$ cat config.mk
export PLATFORM = sky130hd
export DESIGN_NAME = pcdc_top
export DESIGN_NICKNAME = d
export VERILOG_FILES = /design/src/pcdc_pkg.sv /design/src/pcdc_divider.sv /design/src/pcdc_top.sv
export SDC_FILE = /design/constraint.sdc
export NUM_CORES = 1
export LEC_CHECK = 0
export BUFFER_PORTS_ARGS = -buffer_cell sky130_fd_sc_hd__buf_2
export CAP_MARGIN = 40
export CORE_MARGIN = 2
export CORE_UTILIZATION = 46
export DETAILED_ROUTE_END_ITERATION = 10
export GPL_TIMING_DRIVEN = 1
export PLACE_DENSITY = 0.74
export SKIP_LAST_GASP = 1
export SYNTH_ARGS = -nofsm -noshare
export SYNTH_HDL_FRONTEND = slang
export SYNTH_HIERARCHICAL = 1
export SYNTH_SLANG_ARGS = --single-unit
$ cat constraint.sdc
create_clock -name i_mclk -period 1.8 [get_ports i_mclk]
set_input_delay 0.09 -clock i_mclk [delete_from_list [all_inputs] [get_ports i_mclk]]
set_output_delay 0.09 -clock i_mclk [all_outputs]
set_load 0.02 [all_outputs]
$ cat src/pcdc_pkg.sv
// Purpose: Shared constants and types for the pin and clock divider configuration block
// Assumes: 8-bit register data, 16-bit register addresses from the serial control port
// Notes:   Power controls and configuration travel as packed structs; power state is an enum
package pcdc_pkg;
  localparam int unsigned ADDR_W = 16;
  localparam int unsigned DATA_W = 8;

  localparam logic [15:0] ADDR_PIN_OVERRIDE = 16'h003f;
  localparam logic [15:0] ADDR_PIN_FUNC     = 16'h0040;
  localparam logic [15:0] ADDR_DIV_RATIO    = 16'h0108;
  localparam logic [15:0] ADDR_DIV_PHASE    = 16'h0109;

  localparam int unsigned OVR_BIT      = 7;
  localparam int unsigned FUNC_MSB     = 7;
  localparam int unsigned FUNC_LSB     = 6;
  localparam int unsigned FD_SECOND_MSB = 5;
  localparam int unsigned FD_SECOND_LSB = 3;
  localparam int unsigned FD_FIRST_MSB = 2;
  localparam int unsigned FD_FIRST_LSB = 0;
  localparam int unsigned DIV_MSB      = 2;
  localparam int unsigned PHASE_MSB    = 3;

  localparam logic       RST_OVERRIDE = 1'b0;
  localparam logic [1:0] RST_FUNC     = 2'h0;
  localparam logic [2:0] RST_FD_SEL   = 3'h7;
  localparam logic [2:0] RST_DIV_SEL  = 3'h1;
  localparam logic [3:0] RST_PHASE    = 4'h0;

  localparam logic [1:0] FUNC_POWER_DOWN = 2'h0;
  localparam logic [1:0] FUNC_STANDBY    = 2'h1;
  localparam logic [1:0] FUNC_DISABLED   = 2'h2;

  localparam logic [2:0] FD_SRC_FLAG = 3'h0;
  localparam logic [2:0] FD_SRC_LMFC = 3'h1;
  localparam logic [2:0] FD_SRC_SYNC = 3'h2;
  localparam logic [2:0] FD_SRC_OFF  = 3'h7;

  localparam logic [2:0] DIV_BY_1 = 3'h0;
  localparam logic [2:0] DIV_BY_2 = 3'h1;
  localparam logic [2:0] DIV_BY_4 = 3'h3;
  localparam logic [2:0] DIV_BY_8 = 3'h7;

  localparam int unsigned SYNC_STAGES = 3;
  localparam int unsigned FD_PINS     = 2;

  typedef enum logic [1:0] {PWR_ON, PWR_STANDBY, PWR_DOWN} pcdc_pwr_t;

  typedef struct packed {
    logic       override;
    logic [1:0] pin_func;
    logic [2:0] fd_second_sel;
    logic [2:0] fd_first_sel;
    logic [2:0] div_sel;
    logic [3:0] phase;
  } pcdc_cfg_t;

  typedef struct packed {
    logic dp_clk_en;
    logic dp_rst;
    logic jesd_en;
    logic out_en;
  } pcdc_pwr_ctl_t;
endpackage : pcdc_pkg

$ cat src/pcdc_divider.sv
// Purpose: Input clock divider, as a one-cycle enable, with phase offset
// Assumes: Divide codes are all-ones masks, so the terminal count equals the code
// Notes:   Half-cycle steps cannot exist on one edge; the odd bit drives the clock inverter
`timescale 1ns/1ps
`default_nettype none
module pcdc_divider
  import pcdc_pkg::*;
(
  input  wire logic       i_mclk,
  input  wire logic       i_rstn,
  input  wire logic [2:0] i_sel,
  input  wire logic [3:0] i_phase,
  output logic            o_tick,
  output logic            o_clk_inv
);
  import pcdc_pkg::*;

  logic [2:0] cnt_q;
  logic [2:0] cnt_d;
  logic [6:0] dly_q;
  logic [6:0] dly_d;
  logic       raw_tick;
  logic [2:0] idx;

  always_comb begin
    raw_tick = (cnt_q >= i_sel);
    cnt_d    = raw_tick ? 3'h0 : cnt_q + 3'h1;
    dly_d    = {dly_q[5:0], raw_tick};
    idx      = i_phase[PHASE_MSB:1];
  end

  always_ff @(posedge i_mclk) begin
    if (!i_rstn) begin
      cnt_q <= 3'h0;
      dly_q <= 7'h00;
    end else begin
      cnt_q <= cnt_d;
      dly_q <= dly_d;
    end
  end

  // Whole cycles come from the delay line, the odd half from inverting the input clock
  assign o_tick    = (idx == 3'h0) ? raw_tick : dly_q[idx - 3'h1];
  assign o_clk_inv = i_phase[0];
endmodule : pcdc_divider
`default_nettype wire

$ cat src/pcdc_top.sv
// Purpose: Power pin, fast detect pin and input clock divider configuration registers
// Assumes: Register requests arrive already decoded from the serial control port
// Notes:   The power pin is asynchronous and is filtered through three flip-flops
`timescale 1ns/1ps
`default_nettype none
module pcdc_top
  import pcdc_pkg::*;
(
  input  wire logic                  i_mclk,
  input  wire logic                  i_rstn,
  input  wire logic                  i_reg_we,
  input  wire logic                  i_reg_re,
  input  wire logic [ADDR_W-1:0]     i_reg_addr,
  input  wire logic [DATA_W-1:0]     i_reg_wdata,
  output logic      [DATA_W-1:0]     o_reg_rdata,
  output logic                       o_reg_rvalid,
  input  wire logic                  i_power_down_standby_pin,
  input  wire logic [FD_PINS-1:0]    i_detect_flag,
  input  wire logic                  i_lmfc,
  input  wire logic                  i_sync_n,
  output logic      [FD_PINS-1:0]    o_detect_pin_o,
  output logic      [FD_PINS-1:0]    o_detect_pin_oe,
  output logic      [FD_PINS-1:0]    o_detect_pin_pd,
  output var pcdc_pkg::pcdc_pwr_ctl_t o_pwr_ctl,
  output var pcdc_pkg::pcdc_pwr_t    o_pwr_state,
  output logic                       o_div_tick,
  output logic                       o_div_clk_inv
);
  import pcdc_pkg::*;

  // Register file
  pcdc_cfg_t             cfg_q;
  pcdc_cfg_t             cfg_d;
  logic [DATA_W-1:0]     rdata_q;
  logic [DATA_W-1:0]     rdata_d;
  logic                  rvalid_q;
  logic                  rvalid_d;

  always_comb begin
    cfg_d    = cfg_q;
    rdata_d  = rdata_q;
    rvalid_d = i_reg_re;
    if (i_reg_we) begin
      unique case (i_reg_addr)
        ADDR_PIN_OVERRIDE: begin
          cfg_d.override = i_reg_wdata[OVR_BIT];
        end
        ADDR_PIN_FUNC: begin
          // Reserved encodings are stored as written; their effect is undefined
          cfg_d.pin_func      = i_reg_wdata[FUNC_MSB:FUNC_LSB];
          cfg_d.fd_second_sel = i_reg_wdata[FD_SECOND_MSB:FD_SECOND_LSB];
          cfg_d.fd_first_sel  = i_reg_wdata[FD_FIRST_MSB:FD_FIRST_LSB];
        end
        ADDR_DIV_RATIO: begin
          cfg_d.div_sel = i_reg_wdata[DIV_MSB:0];
        end
        ADDR_DIV_PHASE: begin
          cfg_d.phase = i_reg_wdata[PHASE_MSB:0];
        end
        default: begin
          cfg_d = cfg_q;
        end
      endcase
    end
    if (i_reg_re) begin
      unique case (i_reg_addr)
        ADDR_PIN_OVERRIDE: rdata_d = {cfg_q.override, 7'h00};
        ADDR_PIN_FUNC:     rdata_d = {cfg_q.pin_func, cfg_q.fd_second_sel, cfg_q.fd_first_sel};
        ADDR_DIV_RATIO:    rdata_d = {5'h00, cfg_q.div_sel};
        ADDR_DIV_PHASE:    rdata_d = {4'h0, cfg_q.phase};
        default:           rdata_d = 8'h00;
      endcase
    end
  end

  always_ff @(posedge i_mclk) begin
    if (!i_rstn) begin
      cfg_q.override      <= RST_OVERRIDE;
      cfg_q.pin_func      <= RST_FUNC;
      cfg_q.fd_second_sel <= RST_FD_SEL;
      cfg_q.fd_first_sel  <= RST_FD_SEL;
      cfg_q.div_sel       <= RST_DIV_SEL;
      cfg_q.phase         <= RST_PHASE;
      rdata_q             <= 8'h00;
      rvalid_q            <= 1'b0;
    end else begin
      cfg_q    <= cfg_d;
      rdata_q  <= rdata_d;
      rvalid_q <= rvalid_d;
    end
  end

  assign o_reg_rdata  = rdata_q;
  assign o_reg_rvalid = rvalid_q;

  // Power pin synchroniser and filter
  logic [SYNC_STAGES-1:0] sync_q;
  logic [SYNC_STAGES-1:0] sync_d;
  logic                   pin_lvl_q;
  logic                   pin_lvl_d;

  always_comb begin
    sync_d    = {sync_q[SYNC_STAGES-2:0], i_power_down_standby_pin};
    // A change is accepted only once the second and third stages agree
    pin_lvl_d = (sync_q[1] == sync_q[2]) ? sync_q[2] : pin_lvl_q;
  end

  always_ff @(posedge i_mclk) begin
    if (!i_rstn) begin
      sync_q    <= '0;
      pin_lvl_q <= 1'b0;
    end else begin
      sync_q    <= sync_d;
      pin_lvl_q <= pin_lvl_d;
    end
  end

  // Power state
  pcdc_pwr_t     pwr_q;
  pcdc_pwr_t     pwr_d;
  pcdc_pwr_ctl_t ctl_q;
  pcdc_pwr_ctl_t ctl_d;

  always_comb begin
    pwr_d = PWR_ON;
    if (!cfg_q.override && pin_lvl_q) begin
      unique case (cfg_q.pin_func)
        FUNC_POWER_DOWN: pwr_d = PWR_DOWN;
        FUNC_STANDBY:    pwr_d = PWR_STANDBY;
        default:         pwr_d = PWR_ON;
      endcase
    end
    unique case (pwr_d)
      PWR_STANDBY: ctl_d = '{dp_clk_en: 1'b0, dp_rst: 1'b0, jesd_en: 1'b1, out_en: 1'b1};
      PWR_DOWN:    ctl_d = '{dp_clk_en: 1'b0, dp_rst: 1'b1, jesd_en: 1'b0, out_en: 1'b0};
      default:     ctl_d = '{dp_clk_en: 1'b1, dp_rst: 1'b0, jesd_en: 1'b1, out_en: 1'b1};
    endcase
  end

  always_ff @(posedge i_mclk) begin
    if (!i_rstn) begin
      pwr_q <= PWR_ON;
      ctl_q <= '{dp_clk_en: 1'b1, dp_rst: 1'b0, jesd_en: 1'b1, out_en: 1'b1};
    end else begin
      pwr_q <= pwr_d;
      ctl_q <= ctl_d;
    end
  end

  assign o_pwr_state = pwr_q;
  assign o_pwr_ctl   = ctl_q;

  // Fast detect pin routing
  logic [FD_PINS-1:0] fd_o_q;
  logic [FD_PINS-1:0] fd_o_d;
  logic [FD_PINS-1:0] fd_oe_q;
  logic [FD_PINS-1:0] fd_oe_d;
  logic [2:0]         fd_sel [FD_PINS];

  assign fd_sel[0] = cfg_q.fd_first_sel;
  assign fd_sel[1] = cfg_q.fd_second_sel;

  genvar gi;
  generate
    for (gi = 0; gi < FD_PINS; gi++) begin : g_fd
      always_comb begin
        unique case (fd_sel[gi])
          FD_SRC_FLAG: begin
            fd_o_d[gi]  = i_detect_flag[gi];
            fd_oe_d[gi] = 1'b1;
          end
          FD_SRC_LMFC: begin
            fd_o_d[gi]  = i_lmfc;
            fd_oe_d[gi] = 1'b1;
          end
          FD_SRC_SYNC: begin
            fd_o_d[gi]  = i_sync_n;
            fd_oe_d[gi] = 1'b1;
          end
          default: begin
            // Reserved codes release the pin like the disable code does
            fd_o_d[gi]  = 1'b0;
            fd_oe_d[gi] = 1'b0;
          end
        endcase
      end

      always_ff @(posedge i_mclk) begin
        if (!i_rstn) begin
          fd_o_q[gi]  <= 1'b0;
          fd_oe_q[gi] <= 1'b0;
        end else begin
          fd_o_q[gi]  <= fd_o_d[gi];
          fd_oe_q[gi] <= fd_oe_d[gi];
        end
      end

    end
  endgenerate

  assign o_detect_pin_o  = fd_o_q;
  assign o_detect_pin_oe = fd_oe_q;
  assign o_detect_pin_pd = ~fd_oe_q;

  // Input clock divider
  pcdc_divider u_divider (
    .i_mclk    (i_mclk),
    .i_rstn    (i_rstn),
    .i_sel     (cfg_q.div_sel),
    .i_phase   (cfg_q.phase),
    .o_tick    (o_div_tick),
    .o_clk_inv (o_div_clk_inv)
  );
endmodule : pcdc_top
`default_nettype wire

; ---- Yosys cells after proc, flatten, opt, wreduce, memory -nomap -nowiden
; Cells that the tools add are included.
[classes]
addsub = 2
order_cmp = 2
eq_ne = 12
muxes = 11
bitwise_logic = 2
reduce_logical = 13
[op_table]
columns = operator, n
row1 = equality test 16 x 9 -> 1 bit (second input constant), 2
row2 = case mux 8 bit (4 select lines), 1
row3 = equality test 16 x 6 -> 1 bit (second input constant), 1
row4 = equality test 16 x 7 -> 1 bit (second input constant), 1
row5 = zero test 3 bit, 3
row6 = case mux 4 bit (2 select lines), 1
row7 = AND reduction 2 bit, 4
row8 = equality test 3 x 1 -> 1 bit (second input constant), 2
row9 = equality test 3 x 2 -> 1 bit (second input constant), 2
row10 = case mux 1 bit (3 select lines), 2
row11 = OR reduction 3 bit, 2
row12 = equality test 2 x 1 -> 1 bit (second input constant), 2
row13 = < comparator 3 x 4 -> 1 bit (second input constant), 1
row14 = 2-to-1 mux 1 bit, 4
row15 = case mux 2 bit (2 select lines), 1
row16 = adder 3 x 1 -> 3 bit (second input constant), 1
row17 = binary-select mux 1 bit (select 3 bit), 1
row18 = greater-or-equal comparator 3 bit, 1
row19 = subtractor 3 x 1 -> 3 bit (second input constant), 1
row20 = equality test 2 bit (second input constant), 1
row21 = zero test 2 bit, 1
row22 = 2-to-1 mux 2 bit, 1
row23 = NOT 2 bit, 1
row24 = OR reduction 2 bit, 1
row25 = 4 further kinds, 4
[totals]
reg_bits = 49
inputBits = 33
out_inout_bits = 23

; ---- Logic depth before layout (Yosys ltp)
[depth]
ltp_word = 5
ltp_mapped = 6

; ---- By module
; The synthesis kept the hierarchy.
[modules_own_cells]
columns = mod, n_inst, cells_each, area_per_inst_um2
row1 = pcdc_top, 1, 172, 1571.5
row2 = pcdc_divider, 1, 45, 479.2

; ---- Worst setup path before layout
; Ideal clock, no wire load.
[synth_path]
kind = in2reg
startpoint = input i_reg_addr[13]
endpoint = register cfg_q[10] (netlist bit)
t_arrival_ps = 1762
required_ps = 1665
setup_slack_ps = -97
cell_stages = 6
n_path_buf = 1
cell_sequence = or4_1 > or3_4 > or4b_4 > buf_6 > nand2_1 > nand3_1
[synth_between]
elab_chain_cells = 2
[synth_lines]
columns = element, line_no
row1 = from (decl), pcdc_top.sv:13  ; input wire logic [ADDR_W-1:0] i_reg_addr,
row2 = equality test 16 x 7 -> 1 bit, pcdc_top.sv:44  ; unique case (i_reg_addr)
row3 = AND reduction 2 bit (no line), --
row4 = to (signal assigned), pcdc_top.sv:87  ; cfg_q <= cfg_d;
row5 = to (decl), pcdc_top.sv:32  ; pcdc_cfg_t cfg_q;
; No other way between the ends.
; A chain may end at the register's enable or synchronous reset.

; ---- Worst setup path after layout
[layout_path]
startpoint = register cfg_q[2] (netlist bit)
endpoint = output o_div_tick
[layout_between]
elab_chain_cells = 4
word_cells_on_any_way = 5
[layout_lines]
columns = element, line_no
row1 = subtractor 3 x 1 -> 3 bit, pcdc_divider.sv:43  ; assign o_tick = (idx == 3'h0) ? raw_tick : dly_q[idx - 3'h1];
row2 = binary-select mux 1 bit (select 3 bit), pcdc_divider.sv:43
row3 = 2-to-1 mux 1 bit (not written as such), pcdc_divider.sv:43
row4 = 2-to-1 mux 1 bit (*), pcdc_divider.sv:43
row5 = to (decl), pcdc_top.sv:26  ; output logic o_div_tick,
; Every way passes the cells marked *; elsewhere a longest branch is shown, timed or not. The select of a mux whose other input is x is not followed.

==> summary.md <==
| Metric | Value |
|---|---|
| HP Class | input port to flip-flop |
| Initial antenna violation count | 0 |
| Leakage | 1.15 nW |
| # H-tree levels | 2 |
| Stages on the worst setup path | 6 |
| Final Setup Violations | 0 |
| Clock Latency Late Sink | 0.31 ns |
| Reg2reg path depth | 7 |
| Highest routed layer | met4 |
| Required @ worst endpoint | 1.71 ns |
| GPL Wtd Cong | 0.850 |
| Met2 WL | ~2100 µm |
| Reg2reg start | u_divider/cnt_q[0]$_SDFF_PP0_ |
| Antenna violation net count after detailed routing | 0 |
| Row count | 24 |
| Worst Max-Slew Pin Slew | 0.641 ns |
| Number of synthesized flops with an enable pin | 0 |
| Routed WL | 4430 µm |
| Area Overhead vs Synth | 28.9% |
| Sequential power share | 46.2% |
| Slowest stage delay, CP | 0.36 ns |
| DP Worst Slack | -0.242 ns |
| Comb power frac | between 15 and 20% |
| Total GRT Usage | 18.4% |
| Top_reg_cell synth | dfxtp_1 |
| # IOs | between 50 and 60 |
| Layout Utilization | 61.1% |
| R2r setup slk | 0.35 ns |
| Avg Cell Area, Syn | 9.45 µm² |
| DR WL met3 | roughly 200 µm |
| Die area | 5010 µm² |
| Crit share post-route | a little over nine tenths |
| Die Span Y | 70.8 µm |
| Critical path's slowest cell | dfxtp_2 |
| Max-Cap Viols | 0 |
| Final Hold Fails | 0 |
| I/O Buffers | 55 |
| Via count | 1760 |
| Clk slew on worst S/H paths | roughly 0.09 ns |
| Register bit count reported by yosys | 48 |
| Fraction of registers with async set/reset | 0% |
| Fin. max-slew vios | 0 |
| Max-Slew Margin vs Limit | 56.7% |
| Final worst setup slack | 0.0315 ns |
| Final Critical Period | 1.77 ns |
| Core area | approximately 4300 µm² |
| CTS root buf | clkbuf_8 |
| Area after DPL | 2440 µm² |
| Vias/cell | 5.21 |
| CTS tree | done |
| CP Buf/Inv Count | 2 |
| Internal | 1.86 mW |
| Max FO, Critical Path | 3 |
| Final #Nets | 326 |
| Clk network pwr share | between 30% and 40% |
| Initial DRC Count | 78 |
| N_diodes | 0 |
| Total negative slack | 0 ns |
| Peak VDD IR | 0.000767 V |
| Global-route wire length before repair | 7340 µm |
| Max clock buf depth | 2 |
| Switching Fraction | 24.1% |
| Max Fclk | about 570 MHz |
| Netlist area before placement | between 2000 and 2500 µm² |
| CP endpoint kind | output port |
| CP top delay family | flip-flops |
| Mapped Nets | ~260 |
| TritonRoute pass-1 iters | 4 |
| Routed len/inst | 13.1 µm |
| Status | finished clean |
| Vias in the first global route | 1623 |
| Warnings from Yosys | 6 |
| Metal1 wirelength | 2040 µm |
| HPWL Detailed | 3280 µm |
| Grt total ovfl | 0 |
| Die Width | 70.8 µm |
| R2R Path End | u_divider/cnt_q[0]$_SDFF_PP0_ |
| Worst path cell trace | inv_2, ha_4, mux4_2, o211ai_2, o21ai_1, buf_4 |
| Critical Path Start Type | flip-flop |
| Register area share after synthesis | between 40% and 50% |
| Total CTS buffers | 5 |
| Layout cells sized above 1 | roughly a third |
| Largest net degree at the start of global routing | 26 |
| Clock sinks | 48 |
| CP Data Arrival Time | 1.68 ns |
| Worst Hold Depth | 3 |
| Hold Path Sink | cfg_q[12]$_SDFFE_PN1P_ |
| Kind of critical path | flip-flop to output port |
| HP Start | i_reg_wdata[5] |
| Pwr dens | 929 nW/µm² |
| P_sw | around 0.6 mW |
| Synth unique cells | 44 |
| Residual DRC count | 0 |
| Post-Syn Instances | 217 |
| Worst Clk Skew | 0.00833 ns |
| Post-route cell area | 2640 µm² |
| Unrepaired setup endpoints after global routing | true |
| Initial Utilization | about 47% |
==> sequential cells by signal (all words and copies together), names as in the netlist <==
signal / count
cfg_q: 16
o_detect_pin_o: 2
o_detect_pin_oe: 2
o_pwr_ctl: 3
o_pwr_state: 2
o_reg_rdata: 8
o_reg_rvalid: 1
pin_lvl_q: 1
sync_q: 3
u_divider/cnt_q: 3
u_divider/dly_q: 7
==> stage by stage <==
step	hold slack, ns	std cells	total power [mW]
floorplan	0.163	217	1.36
global placement	0.300	328	1.46
detailed placement	0.300	328	1.48
CTS	0.00500	338	2.45
global route	0.0308	338	2.55
finish	0.0104	338	2.45
==> placed cells by master (no fill, tap or decap), types with 4 or more instances in the layout <==
| master | instances |
|---|---|
| a211oi_1 | 4 |
| a22oi_1 | 5 |
| ha_1 | 7 |
| dfxtp_1 | 45 |
| a21oi_1 | 11 |
| and2_1 | 14 |
| nand3_1 | 24 |
| nand2_1 | 18 |
| nor2_1 | 9 |
| mux2i_1 | 6 |
| buf_2 | 54 |
| clkbuf_8 | 5 |
| buf_4 | 14 |
| inv_1 | 8 |
| nand2b_1 | 9 |
| nor2b_1 | 4 |
==> cells by family (layout without fill, tap and decap cells) <==
| logic type | Yosys count | count (layout) | share of synthesized area, % |
|---|---|---|---|
| muxes | 7 | 7 | 4.03 |
| AOI/OAI and AO/OA | 36 | 36 | 11.9 |
| buffers and inverters | 19 | 88 | 4.33 |
| DFF | 48 | 48 | 46.9 |
| and+or+nand+nor | 97 | 97 | 27.2 |
| adders and majority gates | 8 | 8 | 4.88 |
| xor gates and xnor gates | 2 | 2 | 0.854 |
==> power groups by stage <==
stage	combinational, mW	clock [mW]	sequential, mW
after floorplan	0.200	0	1.16
after global placement	0.309	0	1.16
after detailed placement	0.319	0	1.16
after CTS	0.374	0.947	1.13
after global routing	0.426	0.983	1.14
final	0.385	0.936	1.13
==> tightest hold or removal path, stage by stage <==
cell,delay [ns]
buf_2,0.08
nand3_1,0.05
nand3_1,0.07
==> layout make-up <==
cell class,count,area (µm²)
clock buffers,5,68.8
clock inverters,3,68.8
fillers,396,1680
inverters,10,37.5
multi-input cells,150,1040
flip-flops and latches,48,965
well taps,52,65.1
repair buffers,70,397
==> what timing repair did <==
action	4_1_cts	5_1_grt
buffers inserted	1	0
gates resized for setup	3	9
hold buffers	1	0
endpoints found under the setup margin	1	4
pin swaps	1	1
hold endpoints to repair	1	0
==> layer usage <==
metal / global-route usage (%) / up-vias
li1: - / 901
met1: 23.0 / 813
met5: 0 / -
met2: 31.2 / 38
met3: 3.85 / 8
met4: 6.92 / 0
==> how the worst max path moves through the flow <==
stage | from | to
6_report | cfg_q[2]$_SDFFE_PN0P_ | o_div_tick
5_1_grt | cfg_q[2]$_SDFFE_PN0P_ | o_div_tick
2_1_floorplan | i_reg_addr[13] | cfg_q[10]$_SDFFE_PN1P_
3_5_place_dp | i_reg_addr[13] | o_reg_rdata[0]$_SDFFE_PN0P_
3_3_place_gp | i_reg_addr[13] | o_reg_rdata[0]$_SDFFE_PN0P_
4_1_cts | cfg_q[2]$_SDFFE_PN0P_ | o_div_tick
==> cell usage after synthesis, types with 4 or more instances <==
| library cell | number | area (µm²) |
|---|---|---|
| dfxtp_1 | 48 | 961 |
| nand3_1 | 24 | 120 |
| nand2_1 | 18 | 67.6 |
| and2_1 | 14 | 87.6 |
| a21oi_1 | 11 | 55.1 |
| inv_1 | 10 | 37.5 |
| nand2b_1 | 9 | 56.3 |
| nor2_1 | 9 | 33.8 |
| ha_1 | 8 | 100 |
| mux2i_1 | 6 | 60.1 |
| a22oi_1 | 5 | 37.5 |
| a211oi_1 | 4 | 30.0 |
| clkbuf_1 | 4 | 15.0 |
| nor2b_1 | 4 | 25.0 |
Note: power is estimated with default switching activity, not from simulation.
